[src/pkg/tbus_cfg.svh]
// Behaviour
// - Buffer data section starts at third DWORD, after command words A and B.
// - Start offset bits 1:0 pick first valid byte lane of first data DWORD.
// - Start offset bits 4:2 count up to 7 leading DWORDs, discarded.
// - Unused trailing bytes of the final DWORD are never sent to the MAC.
// - End alignment 4, 16 or 32 bytes; host pads, device drops the filler.
// - Only partial first/last and whole middle DWORDs reach the MAC.
// - At most one status word per packet, through a separate status FIFO.
// - Normal mode: transmission suspends while status FIFO full, resumes after reads.
// - Discard mode keeps transmitting with full status FIFO; stored status readable.
// - Discard overrun: used count reads zero, no pushes until host reads.
// - Discard overrun never raises the transmitter error flag.
// - Status bits 31:16 carry the packet tag from command word B.
// - Status bit 15 is OR of bits 11, 10, 9, 8, 2 and 1.
// - Bit 11 carrier lost, bit 10 no carrier during transmission.
// - Bit 9 flags late collision after the 64-byte window.
// - Bit 8 flags abort after 16 collisions.
// - Bits 6:3 give collision count; invalid when bit 8 set.
// - Bit 2 excessive deferral when checking enabled; bit 0 packet deferred.
// - Running buffer size sum differing from packet length sets error flag.
// - Command A bit 13 marks first segment, bit 12 last segment.
`ifndef TBUS_CFG_SVH
`define TBUS_CFG_SVH

// Register byte addresses
`define TBUS_ADDR_DATA    4'h0
`define TBUS_ADDR_STATUS  4'h4
`define TBUS_ADDR_CFG     4'h8
`define TBUS_ADDR_INFO    4'hC

// Configuration and info bits
`define TBUS_CFG_DISCARD  0
`define TBUS_CFG_DEFCHK   1
`define TBUS_INFO_TXE     31
`define TBUS_INFO_LOCK    30

// Command word A fields
`define TBUS_CA_SIZE_MSB  10
`define TBUS_CA_LAST      12
`define TBUS_CA_FIRST     13
`define TBUS_CA_OFF_LSB   16
`define TBUS_CA_OFF_MSB   20
`define TBUS_CA_ALN_LSB   24
`define TBUS_CA_ALN_MSB   25

// Command word B fields
`define TBUS_CB_LEN_MSB   10
`define TBUS_CB_TAG_LSB   16

// End alignment codes and word masks
`define TBUS_ALN_16       2'h1
`define TBUS_ALN_32       2'h2
`define TBUS_MASK_4       12'h000
`define TBUS_MASK_16      12'h003
`define TBUS_MASK_32      12'h007

// Status word fields
`define TBUS_ST_TAG_LSB   16
`define TBUS_ST_ES        15
`define TBUS_ST_LOSS      11
`define TBUS_ST_NOCAR     10
`define TBUS_ST_LATE      9
`define TBUS_ST_EXCOL     8
`define TBUS_ST_CCNT_LSB  3
`define TBUS_ST_EXDEF     2
`define TBUS_ST_RSV1      1
`define TBUS_ST_DEFER     0

`endif

[src/pkg/tbus_pkg.sv]
`default_nettype none
package tbus_pkg;
  // Buffer unpacker phases
  typedef enum logic [1:0] {
    TBUS_ST_CMD_A = 2'b00,
    TBUS_ST_CMD_B = 2'b01,
    TBUS_ST_BODY  = 2'b10
  } tbus_state_t;
endpackage
`default_nettype wire

[src/tbus_top.sv]
// The Avalon-MM interface to the registers and the register offsets were decided locally.
`timescale 1ns/1ns
`default_nettype none
`include "tbus_cfg.svh"

module tbus_top #(
  parameter int SFIFO_DEPTH = 16,
  parameter int SFIFO_AW    = 4
) (
  input  wire logic        i_clock,
  input  wire logic        i_arst_n,
  input  wire logic [3:0]  i_avs_address,
  input  wire logic        i_avs_read,
  input  wire logic        i_avs_write,
  input  wire logic [31:0] i_avs_writedata,
  input  wire logic [3:0]  i_avs_byteenable,
  output logic      [31:0] o_avs_readdata,
  output logic             o_avs_waitrequest,
  output logic      [7:0]  o_mac_data,
  output logic             o_mac_valid,
  output logic             o_mac_last,
  input  wire logic        i_mac_ready,
  input  wire logic        i_txres_valid,
  input  wire logic        i_txres_loss_carrier,
  input  wire logic        i_txres_no_carrier,
  input  wire logic        i_txres_late_coll,
  input  wire logic        i_txres_excess_coll,
  input  wire logic [3:0]  i_txres_coll_count,
  input  wire logic        i_txres_excess_defer,
  input  wire logic        i_txres_deferred,
  output logic             o_transmitter_error_flag
);

  localparam logic [SFIFO_AW:0] DEPTH_C = (SFIFO_AW + 1)'(SFIFO_DEPTH);

  tbus_pkg::tbus_state_t state_r;
  logic                  wait_r;
  logic [31:0]           rdata_r;
  logic [1:0]            cfg_r;
  logic [4:0]            off_r;
  logic [1:0]            aln_r;
  logic [10:0]           size_r;
  logic                  first_segment_flag_r;
  logic                  last_seg_r;
  logic [31:0]           cmd_b_r;
  logic [11:0]           sum_r;
  logic [11:0]           idx_r;
  logic                  txe_r;
  logic [31:0]           word_r;
  logic [1:0]            lane_r;
  logic [1:0]            end_r;
  logic                  is_last_r;
  logic                  ser_busy_r;
  logic [7:0]            mdata_r;
  logic                  mvalid_r;
  logic                  mlast_r;
  logic                  tx_active_r;
  logic                  wait_result_r;
  logic [15:0]           done_tag_r;
  logic [31:0]           smem [SFIFO_DEPTH];
  logic [SFIFO_AW-1:0]   swp_r;
  logic [SFIFO_AW-1:0]   srp_r;
  logic [SFIFO_AW:0]     status_fifo_used_count;
  logic                  lock_r;

  // Buffer geometry from the captured command word A
  logic [11:0] span;
  logic [11:0] data_dw;
  logic [11:0] off_dw;
  logic [11:0] lead;
  logic [11:0] mask;
  logic [11:0] total;
  logic [11:0] di;
  logic        is_data;
  logic [1:0]  end_lane;
  always_comb begin
    span    = {1'b0, size_r} + {10'h000, off_r[1:0]};
    data_dw = (span + 12'h003) >> 2;
    off_dw  = {9'h000, off_r[4:2]};
    lead    = off_dw + data_dw;
    if (aln_r == `TBUS_ALN_16) begin
      mask = `TBUS_MASK_16;
    end else if (aln_r == `TBUS_ALN_32) begin
      mask = `TBUS_MASK_32;
    end else begin
      mask = `TBUS_MASK_4;
    end
    total    = (lead + mask) & ~mask;
    di       = idx_r - off_dw;
    is_data  = (idx_r >= off_dw) && (idx_r < lead);
    end_lane = 2'(span - 12'h001);
  end

  // Bus request classification; a data word waits while the serialiser
  // still holds the previous one, which is the back-pressure to the host
  logic at_data;
  logic at_status;
  logic at_cfg;
  logic at_info;
  logic blocked;
  logic take;
  logic take_rd;
  logic take_wr;
  logic wr_data;
  logic pop;
  always_comb begin
    at_data   = (i_avs_address == `TBUS_ADDR_DATA);
    at_status = (i_avs_address == `TBUS_ADDR_STATUS);
    at_cfg    = (i_avs_address == `TBUS_ADDR_CFG);
    at_info   = (i_avs_address == `TBUS_ADDR_INFO);
    blocked   = at_data && (state_r == tbus_pkg::TBUS_ST_BODY)
                && is_data && ser_busy_r;
    take_rd   = wait_r && i_avs_read;
    take_wr   = wait_r && i_avs_write && !i_avs_read && !blocked;
    take      = take_rd || take_wr;
    wr_data   = take_wr && at_data;
    pop       = take_rd && at_status && (status_fifo_used_count != '0);
  end

  // Waitrequest drops for exactly the one cycle after a request is taken
  always_ff @(posedge i_clock or negedge i_arst_n) begin
    if (!i_arst_n) begin
      wait_r <= 1'b1;
    end else begin
      wait_r <= !take;
    end
  end

  // Read data mux; unmapped addresses and an empty status FIFO read zero
  always_ff @(posedge i_clock or negedge i_arst_n) begin
    if (!i_arst_n) begin
      rdata_r <= 32'h0000_0000;
    end else if (take_rd) begin
      if (at_status) begin
        rdata_r <= pop ? smem[srp_r] : 32'h0000_0000;
      end else if (at_cfg) begin
        rdata_r <= {30'h0000_0000, cfg_r};
      end else if (at_info) begin
        rdata_r <= 32'h0000_0000;
        rdata_r[`TBUS_INFO_TXE]  <= txe_r;
        rdata_r[`TBUS_INFO_LOCK] <= lock_r;
        rdata_r[15:0] <= lock_r ? 16'h0000
                                : 16'(status_fifo_used_count);
      end else begin
        rdata_r <= 32'h0000_0000;
      end
    end
  end

  // Configuration register: discard mode and deferral checking
  always_ff @(posedge i_clock or negedge i_arst_n) begin
    if (!i_arst_n) begin
      cfg_r <= 2'h0;
    end else if (take_wr && at_cfg && i_avs_byteenable[0]) begin
      cfg_r <= i_avs_writedata[1:0];
    end
  end

  // Unpacker: command A, command B, then offset, data and filler words
  logic       start_pkt;
  logic [11:0] seg_sum;
  always_comb begin
    seg_sum = (first_segment_flag_r ? 12'h000 : sum_r) + {1'b0, size_r};
  end
  always_ff @(posedge i_clock or negedge i_arst_n) begin
    if (!i_arst_n) begin
      state_r              <= tbus_pkg::TBUS_ST_CMD_A;
      off_r                <= 5'h00;
      aln_r                <= 2'h0;
      size_r               <= 11'h000;
      first_segment_flag_r <= 1'b0;
      last_seg_r           <= 1'b0;
      cmd_b_r              <= 32'h0000_0000;
      sum_r                <= 12'h000;
      idx_r                <= 12'h000;
    end else if (wr_data) begin
      case (state_r)
        tbus_pkg::TBUS_ST_CMD_A: begin
          off_r  <= i_avs_writedata[`TBUS_CA_OFF_MSB:`TBUS_CA_OFF_LSB];
          aln_r  <= i_avs_writedata[`TBUS_CA_ALN_MSB:`TBUS_CA_ALN_LSB];
          size_r <= i_avs_writedata[`TBUS_CA_SIZE_MSB:0];
          first_segment_flag_r <= i_avs_writedata[`TBUS_CA_FIRST];
          last_seg_r <= i_avs_writedata[`TBUS_CA_LAST];
          state_r    <= tbus_pkg::TBUS_ST_CMD_B;
        end
        tbus_pkg::TBUS_ST_CMD_B: begin
          cmd_b_r <= i_avs_writedata;
          sum_r   <= seg_sum;
          idx_r   <= 12'h000;
          state_r <= (total == 12'h000) ? tbus_pkg::TBUS_ST_CMD_A
                                        : tbus_pkg::TBUS_ST_BODY;
        end
        tbus_pkg::TBUS_ST_BODY: begin
          idx_r <= idx_r + 12'h001;
          if (idx_r == total - 12'h001) begin
            state_r <= tbus_pkg::TBUS_ST_CMD_A;
          end
        end
        default: begin
          state_r <= tbus_pkg::TBUS_ST_CMD_A;
        end
      endcase
    end
  end

  // Serialiser load: only data words enter; offset and filler are dropped
  logic load;
  logic emit;
  logic gate;
  always_comb begin
    load = wr_data && (state_r == tbus_pkg::TBUS_ST_BODY) && is_data;
    // In normal mode hold a new packet back while its status could not be stored, and
    // in both modes while the previous packet still awaits its result
    gate = !tx_active_r && (wait_result_r || (!cfg_r[`TBUS_CFG_DISCARD]
           && (status_fifo_used_count == DEPTH_C)));
    emit = ser_busy_r && !gate && (!mvalid_r || i_mac_ready);
  end

  // Word holding stage with first and last byte lanes
  always_ff @(posedge i_clock or negedge i_arst_n) begin
    if (!i_arst_n) begin
      word_r     <= 32'h0000_0000;
      lane_r     <= 2'h0;
      end_r      <= 2'h0;
      is_last_r  <= 1'b0;
      ser_busy_r <= 1'b0;
    end else if (load) begin
      word_r     <= i_avs_writedata;
      lane_r     <= (di == 12'h000) ? off_r[1:0] : 2'h0;
      end_r      <= (di == data_dw - 12'h001) ? end_lane : 2'h3;
      is_last_r  <= last_seg_r && (di == data_dw - 12'h001);
      ser_busy_r <= 1'b1;
    end else if (emit) begin
      lane_r <= lane_r + 2'h1;
      if (lane_r == end_r) begin
        ser_busy_r <= 1'b0;
      end
    end
  end

  // Byte stream to the MAC transmit FIFO, registered valid/ready stage
  always_ff @(posedge i_clock or negedge i_arst_n) begin
    if (!i_arst_n) begin
      mdata_r  <= 8'h00;
      mvalid_r <= 1'b0;
      mlast_r  <= 1'b0;
    end else if (emit) begin
      mdata_r  <= word_r[{lane_r, 3'h0} +: 8];
      mvalid_r <= 1'b1;
      mlast_r  <= is_last_r && (lane_r == end_r);
    end else if (i_mac_ready) begin
      mvalid_r <= 1'b0;
      mlast_r  <= 1'b0;
    end
  end

  // Packet bookkeeping; the tag is kept until the MAC reports the result
  always_ff @(posedge i_clock or negedge i_arst_n) begin
    if (!i_arst_n) begin
      tx_active_r   <= 1'b0;
      wait_result_r <= 1'b0;
      done_tag_r    <= 16'h0000;
    end else begin
      if (emit) begin
        tx_active_r <= !(is_last_r && (lane_r == end_r));
        if (is_last_r && (lane_r == end_r)) begin
          wait_result_r <= 1'b1;
          done_tag_r    <= cmd_b_r[31:`TBUS_CB_TAG_LSB];
        end
      end
      if (i_txres_valid && wait_result_r) begin
        wait_result_r <= 1'b0;
      end
    end
  end

  // Status word assembly; reserved bits stay zero
  logic [31:0] sword;
  logic        push;
  logic        full;
  always_comb begin
    sword = 32'h0000_0000;
    sword[31:`TBUS_ST_TAG_LSB] = done_tag_r;
    sword[`TBUS_ST_LOSS]  = i_txres_loss_carrier;
    sword[`TBUS_ST_NOCAR] = i_txres_no_carrier;
    sword[`TBUS_ST_LATE]  = i_txres_late_coll;
    sword[`TBUS_ST_EXCOL] = i_txres_excess_coll;
    sword[`TBUS_ST_CCNT_LSB +: 4] = i_txres_coll_count;
    sword[`TBUS_ST_EXDEF] = i_txres_excess_defer
                            && cfg_r[`TBUS_CFG_DEFCHK];
    sword[`TBUS_ST_DEFER] = i_txres_deferred;
    sword[`TBUS_ST_ES] = sword[`TBUS_ST_LOSS] | sword[`TBUS_ST_NOCAR]
                       | sword[`TBUS_ST_LATE] | sword[`TBUS_ST_EXCOL]
                       | sword[`TBUS_ST_EXDEF] | sword[`TBUS_ST_RSV1];
    full = (status_fifo_used_count == DEPTH_C);
    push = i_txres_valid && wait_result_r && !full && !lock_r;
  end

  // Status FIFO storage, one word per finished packet
  always_ff @(posedge i_clock) begin
    if (push) begin
      smem[swp_r] <= sword;
    end
  end

  // Status FIFO pointers and fill count
  always_ff @(posedge i_clock or negedge i_arst_n) begin
    if (!i_arst_n) begin
      swp_r <= '0;
      srp_r <= '0;
      status_fifo_used_count <= '0;
    end else begin
      if (push) begin
        swp_r <= swp_r + SFIFO_AW'(1);
      end
      if (pop) begin
        srp_r <= srp_r + SFIFO_AW'(1);
      end
      if (push && !pop) begin
        status_fifo_used_count <= status_fifo_used_count + (SFIFO_AW + 1)'(1);
      end else if (pop && !push) begin
        status_fifo_used_count <= status_fifo_used_count - (SFIFO_AW + 1)'(1);
      end
    end
  end

  // Discard-mode overrun lock; a host read of status releases it
  always_ff @(posedge i_clock or negedge i_arst_n) begin
    if (!i_arst_n) begin
      lock_r <= 1'b0;
    end else if (i_txres_valid && wait_result_r && full
                 && cfg_r[`TBUS_CFG_DISCARD]) begin
      lock_r <= 1'b1;
    end else if (pop) begin
      lock_r <= 1'b0;
    end
  end

  // Transmitter error: length mismatch, differing command B, or a normal
  // mode status overrun; a new error wins over a same-cycle clear
  logic txe_set;
  always_comb begin
    txe_set = 1'b0;
    if (wr_data && (state_r == tbus_pkg::TBUS_ST_CMD_B)) begin
      if (!first_segment_flag_r && (i_avs_writedata != cmd_b_r)) begin
        txe_set = 1'b1;
      end
      if (last_seg_r && (seg_sum
          != {1'b0, i_avs_writedata[`TBUS_CB_LEN_MSB:0]})) begin
        txe_set = 1'b1;
      end
    end
    if (i_txres_valid && wait_result_r && full
        && !cfg_r[`TBUS_CFG_DISCARD]) begin
      txe_set = 1'b1;
    end
  end
  always_ff @(posedge i_clock or negedge i_arst_n) begin
    if (!i_arst_n) begin
      txe_r <= 1'b0;
    end else if (txe_set) begin
      txe_r <= 1'b1;
    end else if (take_wr && at_info && i_avs_byteenable[3]
                 && i_avs_writedata[`TBUS_INFO_TXE]) begin
      txe_r <= 1'b0;
    end
  end

  // Outputs straight from flip-flops
  assign o_avs_readdata           = rdata_r;
  assign o_avs_waitrequest        = wait_r;
  assign o_mac_data               = mdata_r;
  assign o_mac_valid              = mvalid_r;
  assign o_mac_last               = mlast_r;
  assign o_transmitter_error_flag = txe_r;

endmodule // tbus_top
`default_nettype wire

[config.mk]
export PLATFORM = sky130hd
export DESIGN_NAME = tbus_top
export DESIGN_NICKNAME = d
export VERILOG_FILES = /design/src/pkg/tbus_pkg.sv /design/src/tbus_top.sv
export VERILOG_INCLUDE_DIRS = /design/src /design/src/pkg
export SDC_FILE = /design/constraint.sdc
export NUM_CORES = 1
export LEC_CHECK = 0
export BUFFER_PORTS_ARGS = -buffer_cell sky130_fd_sc_hd__buf_2
export CORE_ASPECT_RATIO = 1.1
export CORE_UTILIZATION = 37
export DETAILED_ROUTE_END_ITERATION = 7
export MAX_ROUTING_LAYER = met4
export SYNTH_ARGS = -nofsm -noshare
export SYNTH_HDL_FRONTEND = slang
export SYNTH_SLANG_ARGS = --single-unit
[constraint.sdc]
create_clock -name i_clock -period 10.1 [get_ports i_clock]
set_input_delay 0.505 -clock i_clock [delete_from_list [all_inputs] [get_ports i_clock]]
set_output_delay 0.505 -clock i_clock [all_outputs]
set_load 0.01 [all_outputs]
==> results of run 1 <==
## sequential cells by signal (all words and copies together) (netlist names), 4 cells and up
name	cells
cmd_b_r	32
done_tag_r	16
idx_r	12
o_avs_readdata	28
o_mac_data	8
off_r	5
size_r	11
smem	432
srp_r	4
status_fifo_used_count	5
sum_r	12
swp_r	4
word_r	32
## synth_stat cells (8+ instances only)
| cell type | number | area [sq um] |
|---|---|---|
| nand4_1 | 20 | 125.1 |
| xnor2_1 | 94 | 823.3 |
| nor2_1 | 38 | 142.6 |
| nor2b_1 | 22 | 137.6 |
| o21ai_0 | 39 | 195.2 |
| nand3_1 | 26 | 130.1 |
| nand2b_1 | 10 | 62.56 |
| xor2_1 | 31 | 271.5 |
| nand2_1 | 71 | 266.5 |
| or3_1 | 8 | 50.05 |
| a21o_1 | 21 | 157.7 |
| mux2_2 | 122 | 1374 |
| edfxtp_1 | 432 | 12970 |
| buf_1 | 17 | 63.81 |
| and2_1 | 8 | 50.05 |
| clkbuf_1 | 55 | 206.5 |
| nor4_1 | 11 | 68.82 |
| a21oi_1 | 39 | 195.2 |
| inv_1 | 37 | 138.9 |
| ha_1 | 48 | 600.6 |
| nor3_1 | 23 | 115.1 |
| a22o_1 | 26 | 227.7 |
| mux4_2 | 143 | 3221 |
| dfrtp_1 | 189 | 4730 |
## critical path: stages, from the launching register on
cell	delay (ns)
dfrtp_1	0.40
ha_1	0.26
fa_1	0.47
inv_1	0.07
ha_1	0.27
inv_1	0.09
a21o_1	0.16
a22o_1	0.17
a21oi_1	0.16
xor2_1	0.42
inv_1	0.10
ha_1	0.35
a21oi_1	0.41
xor3_2	0.49
ha_1	0.29
a21o_1	0.16
a21o_1	0.18
a21o_1	0.19
a21o_1	0.19
a21oi_1	0.30
o2111ai_4	0.16
buf_4	0.31
or4_1	0.58
a2111oi_1	0.62
a21oi_1	0.15
## area by class of cell
cell class | instances | area, sq um
Clock buffer | 94 | 1883
Clock inverter | 32 | 389.1
Fill cell | 6465 | 41870
Inverter | 38 | 142.6
Multi-Input combinational cell | 929 | 9613
Sequential cell | 622 | 17740
Tap cell | 954 | 1194
Timing Repair Buffer | 122 | 695.7
## placed cells by master, fill, tap and decap left out, drive strengths merged, types with 14 or more instances in the layout
cell type / Yosys / routed
nor4: 14 / 14
ha: 48 / 48
mux2: 123 / 123
clkinv: 0 / 20
nand4: 20 / 20
a21o: 21 / 21
mux4: 143 / 143
nor3: 26 / 26
nand2: 73 / 73
clkbuf: 55 / 94
edfxtp: 432 / 432
nor2b: 22 / 22
a21oi: 42 / 42
buf: 25 / 121
a22o: 26 / 26
dfrtp: 189 / 189
xnor2: 98 / 98
o21ai: 41 / 41
nor2: 38 / 38
inv: 38 / 42
nand3: 27 / 27
xor2: 33 / 33
## path summary, 6_finish.rpt
check	from	to	slack, ns
setup / recovery	off_r[0]	end_r[1]	3.02
hold / removal	i_avs_read	o_avs_waitrequest	0.09
setup reg to reg	off_r[0]	end_r[1]	3.02
hold reg to reg	sum_r[2]	sum_r[2]	0.48
max in group asynchronous	i_arst_n	o_mac_data[0]	7.67
min in group asynchronous	i_arst_n	o_avs_readdata[5]	0.47
## power groups by stage
stage | logic, uW | registers, uW | clock network (uW)
finish | 227 | 2800 | 2510
global route | 249 | 2810 | 2660
CTS | 233 | 2800 | 2560
detailed placement | 231 | 2850 | 0
global placement | 227 | 2850 | 0
floorplan | 138 | 2830 | 0
## per-stage QoR
stage / setup WS, ns / hold WS [ns] / instance area [sq um]
2_1_floorplan: 4.151 / 0.2094 / 27670
3_3_place_gp: 3.013 / 0.4578 / 29370
3_5_place_dp: 3.017 / 0.4699 / 29370
4_1_cts: 2.977 / 0.04902 / 31650
5_1_grt: 2.580 / 0.07145 / 31650
6_report: 3.018 / 0.08529 / 31650
## cells by family after synthesis
| family | share of synthesized area [%] |
|---|---|
| simple gates | 5.460 |
| buf+inv | 1.674 |
| flops | 64.10 |
| xor+xnor | 4.402 |
| fa+ha+maj | 2.606 |
| other cells | 0.02715 |
| compound gates | 4.687 |
| mux | 17.05 |
## routing by layer
metal / vias up / wire length, um / GRT usage, %
met2: 336 / 32610 / 30.08
li1: 6735 / - / -
met1: 7935 / 27540 / 22.69
met5: - / 0 / -
met4: 0 / 1088 / 3.985
met3: 85 / 2626 / 2.771
==> flow_summary.toml, run 1 <==
[placed_design]
port_buffers = 93
dpl.hpwl_um = 39290
placed_cells = 2664
place_congestion = 0.8223

[drt]
drt-total-wl_um = 63870
wire_per_inst_um = 22.88
drtIter0Drc = 904
viasPerCell = 5.407
drt_first_pass_iters = 5
post-route-drc-count = 0
via_count = 15091
route.antenna.remaining_nets = 0

[die]
core_area_sq_um = 73520
start_util_pct = 37.62
io_pins = 100
die_w_um = 262.7
fp-row-count = 104
die_area_sq_um = 75850
die_h_um = 288.8

[grt]
grtUsageTotal_pct = 17.82
grt_max_degree = 97
grt_pass1_wl_um = 97920
grt.overflow.total = 0
grt_pass1_vias = 15762
grt_antenna_before_repair = 0

[clocking]
clockBufferDepth = 3
cts_buffers = 69
postCtsHoldBufs = 1
clkSlewWorstSetupHoldPaths_ns = 0.06
tritoncts = "yes"
root_buffer = "clkbuf_16"
post-cts-setup-buffers = 0
post_cts_resized = 0
clock_sinks = 622
htreeDepth = 3
clock_latency_ns = 0.62

[pwr]
p_sw_share_pct = 21.34
p_int_uw = 4355
combPwrFrac_pct = 4.1
power_switching_uw = 1181
powerDensity_nw_per_um2 = 174.9
fin_total_pwr_uw = 5536
leakagePower_uw = 0.01236
pwr-share-clk_pct = 45.3
pwr-share-seq_pct = 50.6
worst_ir_drop_vdd_uv = 111.4

[final_layout]
area_growth_pct = 14.45
instances_no_fill = 2791
layout-drive-gt1-share_pct = 28.85
post-route-util_pct = 43.05
antennaDiodeCount = 0
nets = 1892

[sta]
setup_viol = 0
fin_setup_tns_ns = 0
hold_violations = 0
skew_ns = 0.02527
period_minus_slack_ns = 7.082
timing.fmax_mhz = 141.2
fin_crit_sh_pct = 70.12
slew-limit-headroom_pct = 26.73
rsz0062_at_grt = "no"
worst_slew_pin_slew_ns = 1.099
slew_violations = 0

[synthesis]
ys_seq_area_share_pct = 64.10
ys_seq_elements = 622
synth_warnings = 0
syn_area_sq_um = 27660
synth_cells = 1666
ys_async_sr_fraction_pct = 30.55
yosys.cell_types.count = 78
syn_avg_cell_area_sq_um = 16.60
synth_edf_count = 432
synth-main-ff-cell = "edfxtp_1"

[critical_path]
endpoint_kind = "register"
crit_required_ns = 10.56
rr_worst_depth = 24
worst-setup-path-type = "reg -> reg"
cp_data_arrival_time_ns = 7.54
critPathLaunchType = "register"
crit_fanout = 41

[worst_hold_path]
hp-class = "in -> reg"
holdPathStages = 2

[job]
cap_viol_max_count = 0

[status]
status = "finished clean"
(Power assumes the default switching activity.)
==> run 2: changes to the inputs <==
ABC_AREA = 1   (was default)
clock period = 6.4 ns   (was 10.1 ns; I/O delays follow)
==> run 2 against run 1 <==
  * Sequential power rose by 68%
  * Sequential share of layout area down 0.66 points
  * Maximum frequency increased by 26%
  * Synthesized cell count rose by 58%
  * Final area grew 1.2%
  * Critical path type unchanged
  * Hold slack got worse by 0.054 ns
  * Register-to-register slack lost 2.3 ns
  * Core utilization is 0.21 points lower
  * Clock-buffer cell count unchanged
==> flow_summary.toml, run 2 <==
[final_layout]
instances_no_fill = 3744
layout_common_cells = "432 x edfxtp_1, 409 x nand2_1, 402 x o21ai_0"
nets = 2832
largest_reg_flops = 432
nFillCells = 6926
layout-drive-gt1-share_pct = 12.28
largest-register = "smem"
mostFrequentLayoutCell = "edfxtp_1"
top_regs = "smem: 432 flops, cmd_b_r: 32 flops, word_r: 32 flops"
area_growth_pct = 14.40

[drt]
drt-total-wl_um = 74790
drt_first_pass_iters = 7
route.antenna.remaining_nets = 0
post-route-drc-count = 0
drtIter0Drc = 1559
viasPerCell = 5.309
wire_per_inst_um = 19.97
via_count = 19877

[critical_path]
endpoint_kind = "register"
cp_data_arrival_time_ns = 6.12
crit_path_frequent_cell = "nor2_1"
crit_required_ns = 6.88
rr_startpoint = "off_r[0]"
cp_top_family = "simple AND/OR/NAND/NOR gates"
r2r_slack_ns = 0.76
crit_buf_inv = 4
critical_path.slowest_cell = "fa_1"
rr_worst_depth = 30
worst-setup-path-type = "reg -> reg"
max_stage_delay_ns = 0.49
rr_endpoint = "idx_r[4]"
crit_fanout = 12
critPathLaunchType = "register"

[synthesis]
ys_seq_elements = 622
synth_cells = 2639
synth_commonest_cells = "432 x edfxtp_1, 411 x nand2_1, 402 x o21ai_0"
synth_warnings = 0
yosys.cell_types.count = 54
synth-main-ff-cell = "edfxtp_1"
synth_top_area_share_pct = 46.34
yosys.area.top_type = "edfxtp_1"
synth_area_leaders = "edfxtp_1 46%, dfrtp_1 17%, o21ai_0 7.2%, nand2_1 5.5%, nor2_1 4.8%"
yosys.cell_count.top_type = "edfxtp_1"
syn_avg_cell_area_sq_um = 10.61
ys_async_sr_fraction_pct = 30.55
synth_edf_count = 432
ys_seq_area_share_pct = 63.33
syn_area_sq_um = 28000

[pwr]
leakagePower_uw = 0.01203
powerDensity_nw_per_um2 = 394.7
worst_ir_drop_vdd_uv = 228.5

[grt]
use_met1_pct = 25.59
grt_pass1_wl_um = 115300
busiest_layer = "met2"
met3_usage_pct = 2.720
grt_antenna_before_repair = 4
grt_max_degree = 86
grt.overflow.total = 0
global_route.usage.met2_pct = 33.03
grt_pass1_vias = 19559
grtUsageTotal_pct = 19.96

[sta]
setup_viol = 0
period_minus_slack_ns = 5.640
skew_ns = 0.02950
timing.fmax_mhz = 177.3
rsz0062_at_grt = "no"
slew_violations = 0
hold-worst-slack_ns = 0.03128
fin_crit_sh_pct = 88.13
worst_slew_pin_slew_ns = 0.9754
slew-limit-headroom_pct = 34.97
hold_violations = 0
fin_setup_tns_ns = 0

[clocking]
root_buffer = "clkbuf_16"
clock_latency_ns = 0.61
clockBufferDepth = 3
htreeDepth = 3
clock_sinks = 622
clkSlewWorstSetupHoldPaths_ns = 0.06
tritoncts = "yes"
post-cts-setup-buffers = 0
cts_buffers = 68

[worst_hold_path]
hold_start = "i_avs_writedata[26]"
hp-class = "in -> reg"
holdPathStages = 3
worstHoldEndpoint = "word_r[26]"

[die]
die_area_sq_um = 76770
fp-row-count = 105
core_area_sq_um = 74750
io_pins = 100
start_util_pct = 37.45
die_h_um = 290.5
die_w_um = 264.3

[placed_design]
place_congestion = 0.8848
port_buffers = 93
dpl.hpwl_um = 45080
placed_cells = 3608

[job]
cap_viol_max_count = 0

[status]
status = "finished clean"
[run 2: layer usage]
layer  vias up  wire length [um]
met4         0              1923
met5         -                 0
met2       547             36840
li1       9380                 -
met1      9826             32290
met3       124              3723
[run 2: what timing repair did]
action | 4_1_cts | 5_1_grt
hold endpoints to repair | 68 | 0
hold buffers | 7 | 0
gates resized for setup | 0 | 0
[run 2: area by class of cell]
class | count | area, sq um | area share (%)
Tap cell | 963 | 1205 | 3.762
Sequential cell | 622 | 17730 | 55.38
Timing Repair Buffer | 138 | 843.3 | 2.633
Clock buffer | 94 | 1952 | 6.095
Antenna cell | 3 | 7.507 | 0.02344
Clock inverter | 32 | 365.4 | 1.141
Inverter | 180 | 680.7 | 2.125
Multi-Input combinational cell | 1712 | 9238 | 28.84
[run 2: how the worst max path moves through the flow]
stage / start / endpoint / cells past startpoint
floorplan: off_r[0] / sum_r[11] / 28
global placement: off_r[0] / idx_r[4] / 30
detailed placement: off_r[0] / idx_r[4] / 30
CTS: off_r[0] / idx_r[4] / 30
global route: off_r[0] / idx_r[8] / 28
finish: off_r[0] / idx_r[4] / 30
[run 2: per-stage QoR]
stage / worst slack, ns / total power, uW / instance area, sq um / util (%)
after CTS: 0.7143 / 12720 / 32020 / 42.83
final: 0.7600 / 12640 / 32030 / 42.84
after floorplan: 1.491 / 7649 / 28010 / -
after detailed placement: 0.7211 / 8714 / 29630 / 39.64
after global placement: 0.6883 / 8612 / 29630 / 39.64
after global routing: 0.1327 / 13440 / 32030 / 42.84
[run 2: report_power, final]
part / leakage, uW / internal (uW) / switching, uW / total, uW
clock: 0.00113 / 2360 / 1640 / 4000
sequential: 0.00593 / 4450 / 240 / 4690
combinational: 0.00497 / 1290 / 2670 / 3950
total: 0.0120 / 8100 / 4540 / 12600
[run 2: cells by family (layout without fill, tap and decap cells)]
family          Yosys count  in the layout  share of synthesized area [%]
compound gates          619            619                          12.78
xor+xnor                 85             85                          2.659
simple gates            949            949                          14.44
fa+ha+maj                54             54                          2.574
buf+inv                 308            444                          4.192
flops                   622            622                          63.33
other cells               2              8                        0.02683
[run 2: tightest hold or removal path: cells and delay by family]
kind	cells	cell delay [ns]
buf+inv	2	0.17
compound gates	1	0.08
==> run 3: changes to the inputs <==
CORE_ASPECT_RATIO = 0.5   (was 1.1)
==> run 3 against run 2 <==
  * Final cell count is 0.91% higher
  * Maximum frequency is 2.6% lower
  * Power shrank 4.5%
  * Largest cell class unchanged
  * Highest routed layer unchanged
==> flow_summary.toml, run 3 (synthesis results as in run 2) <==
[sta]
timing.fmax_mhz = 172.6
fin_setup_tns_ns = 0
worst_slew_pin_slew_ns = 1.209
slew-limit-headroom_pct = 19.39
rsz0062_at_grt = "no"
slew_violations = 0
period_minus_slack_ns = 5.793
fin_ws_ns = 0.6074
skew_ns = 0.03188
hold_violations = 0
setup_viol = 0
fin_crit_sh_pct = 90.51

[final_layout]
largest-register = "smem"
largest_reg_flops = 432
nets = 2829
layout_common_cells = "432 x edfxtp_1, 408 x nand2_1, 402 x o21ai_0"
top_regs = "smem: 432 flops, cmd_b_r: 32 flops, word_r: 32 flops"
area_growth_pct = 13.43
layout-drive-gt1-share_pct = 11.49
mostFrequentLayoutCell = "edfxtp_1"

[critical_path]
critPathLaunchType = "register"
endpoint_kind = "register"
max_stage_delay_ns = 0.57
worst-setup-path-type = "reg -> reg"
cp_top_family = "compound AO/OA/AOI/OAI gates"
crit_buf_inv = 3
r2r_slack_ns = 0.61
cp_data_arrival_time_ns = 6.26
critical_path.slowest_cell = "buf_4"
crit_fanout = 82
crit_required_ns = 6.87

[drt]
via_count = 19614
wire_per_inst_um = 19.38
route.antenna.remaining_nets = 0
post-route-drc-count = 0
viasPerCell = 5.192
drt_first_pass_iters = 5
drt-total-wl_um = 73220
drtIter0Drc = 1707

[die]
fp-row-count = 70
io_pins = 100
start_util_pct = 37.87
core_area_sq_um = 73920
die_w_um = 391.0
die_area_sq_um = 76840
die_h_um = 196.5

[worst_hold_path]
hp-class = "in -> reg"

[clocking]
clock_sinks = 622
tritoncts = "yes"
post_cts_resized = 0
clock_latency_ns = 0.64
clkSlewWorstSetupHoldPaths_ns = 0.07
htreeDepth = 2
clockBufferDepth = 3
post-cts-setup-buffers = 0
cts_buffers = 57
root_buffer = "clkbuf_16"

[grt]
grt_antenna_before_repair = 3
grt_pass1_vias = 19044
grtUsageTotal_pct = 19.57
grt_max_degree = 218
grt_pass1_wl_um = 112200
grt.overflow.total = 0

[placed_design]
place_congestion = 0.8433
port_buffers = 93
dpl.hpwl_um = 42470
dp_slack_ns = 0.6077

[status]
status = "finished clean"

[pwr]
powerDensity_nw_per_um2 = 380.3
worst_ir_drop_vdd_uv = 266.9
leakagePower_uw = 0.01186
fin_total_pwr_uw = 12080

[job]
cap_viol_max_count = 0
run 3: layout make-up:
| cell class | instances | area [sq um] |
|---|---|---|
| fill | 6999 | 42170 |
| sequential | 622 | 17730 |
| multi-input combinational | 1712 | 9240 |
| clock buffer | 77 | 1613 |
| tap | 1008 | 1261 |
| timing repair buffer | 146 | 933.4 |
| inverter | 180 | 683.2 |
| clock inverter | 30 | 282.8 |
| antenna | 3 | 7.507 |
run 3: worst paths after layout:
check	from	cells after the start	endpoint
min in group asynchronous	i_arst_n	2	o_avs_readdata[24]
min	i_avs_writedata[2]	3	size_r[2]
max in group asynchronous	i_arst_n	3	o_avs_readdata[31]
max	size_r[0]	27	cmd_b_r[21]
min reg2reg	o_avs_readdata[22]	2	o_avs_readdata[22]
max reg2reg	size_r[0]	27	cmd_b_r[21]
run 3: per-layer routing:
layer / GRT usage, % / up-vias / routed length [um]
li1: - / 9380 / -
met1: 26.30 / 9634 / 33660
met2: 30.92 / 486 / 34230
met3: 2.809 / 114 / 3572
met4: 5.708 / 0 / 1753
met5: - / - / 0
run 3: worst reg2reg max path, stage by stage (launching register included):
cell,delay (ns)
dfrtp_1,0.40
ha_1,0.25
fa_1,0.49
inv_1,0.05
ha_1,0.20
nand3b_1,0.18
nor2_1,0.14
nor2_1,0.05
nor2_1,0.23
ha_1,0.32
a21oi_1,0.29
nor2_1,0.10
nand2_2,0.11
nor2_4,0.04
nand2_1,0.12
nand2_4,0.11
ha_1,0.30
a21oi_1,0.13
o21ai_0,0.09
a21oi_1,0.14
o21ai_0,0.19
a311oi_1,0.46
a21boi_1,0.14
nand2_1,0.15
inv_1,0.09
nand2_2,0.07
buf_4,0.57
o21ai_0,0.24
run 3: per-stage QoR:
step,instance area (sq um),util [%],cells,hold slack (ns)
after floorplan,28010,-,2642,0.02441
after global placement,29660,40.13,3649,0.3727
after detailed placement,29660,40.13,3649,0.3777
after CTS,31750,42.95,3775,0.002308
after global routing,31760,42.96,3778,0.01947
final,31760,42.96,3778,0.02233
run 3: timing repair:
action,CTS,global route
setup endpoints to repair,0,0
endpoints found under the hold margin,100,0
hold buffers,19,0
run 3: report_power, final:
group          switching [uW]  total [uW]  internal, uW
sequential                183        4630          4440
combinational            2700        4000          1300
clock                    1550        3450          1900
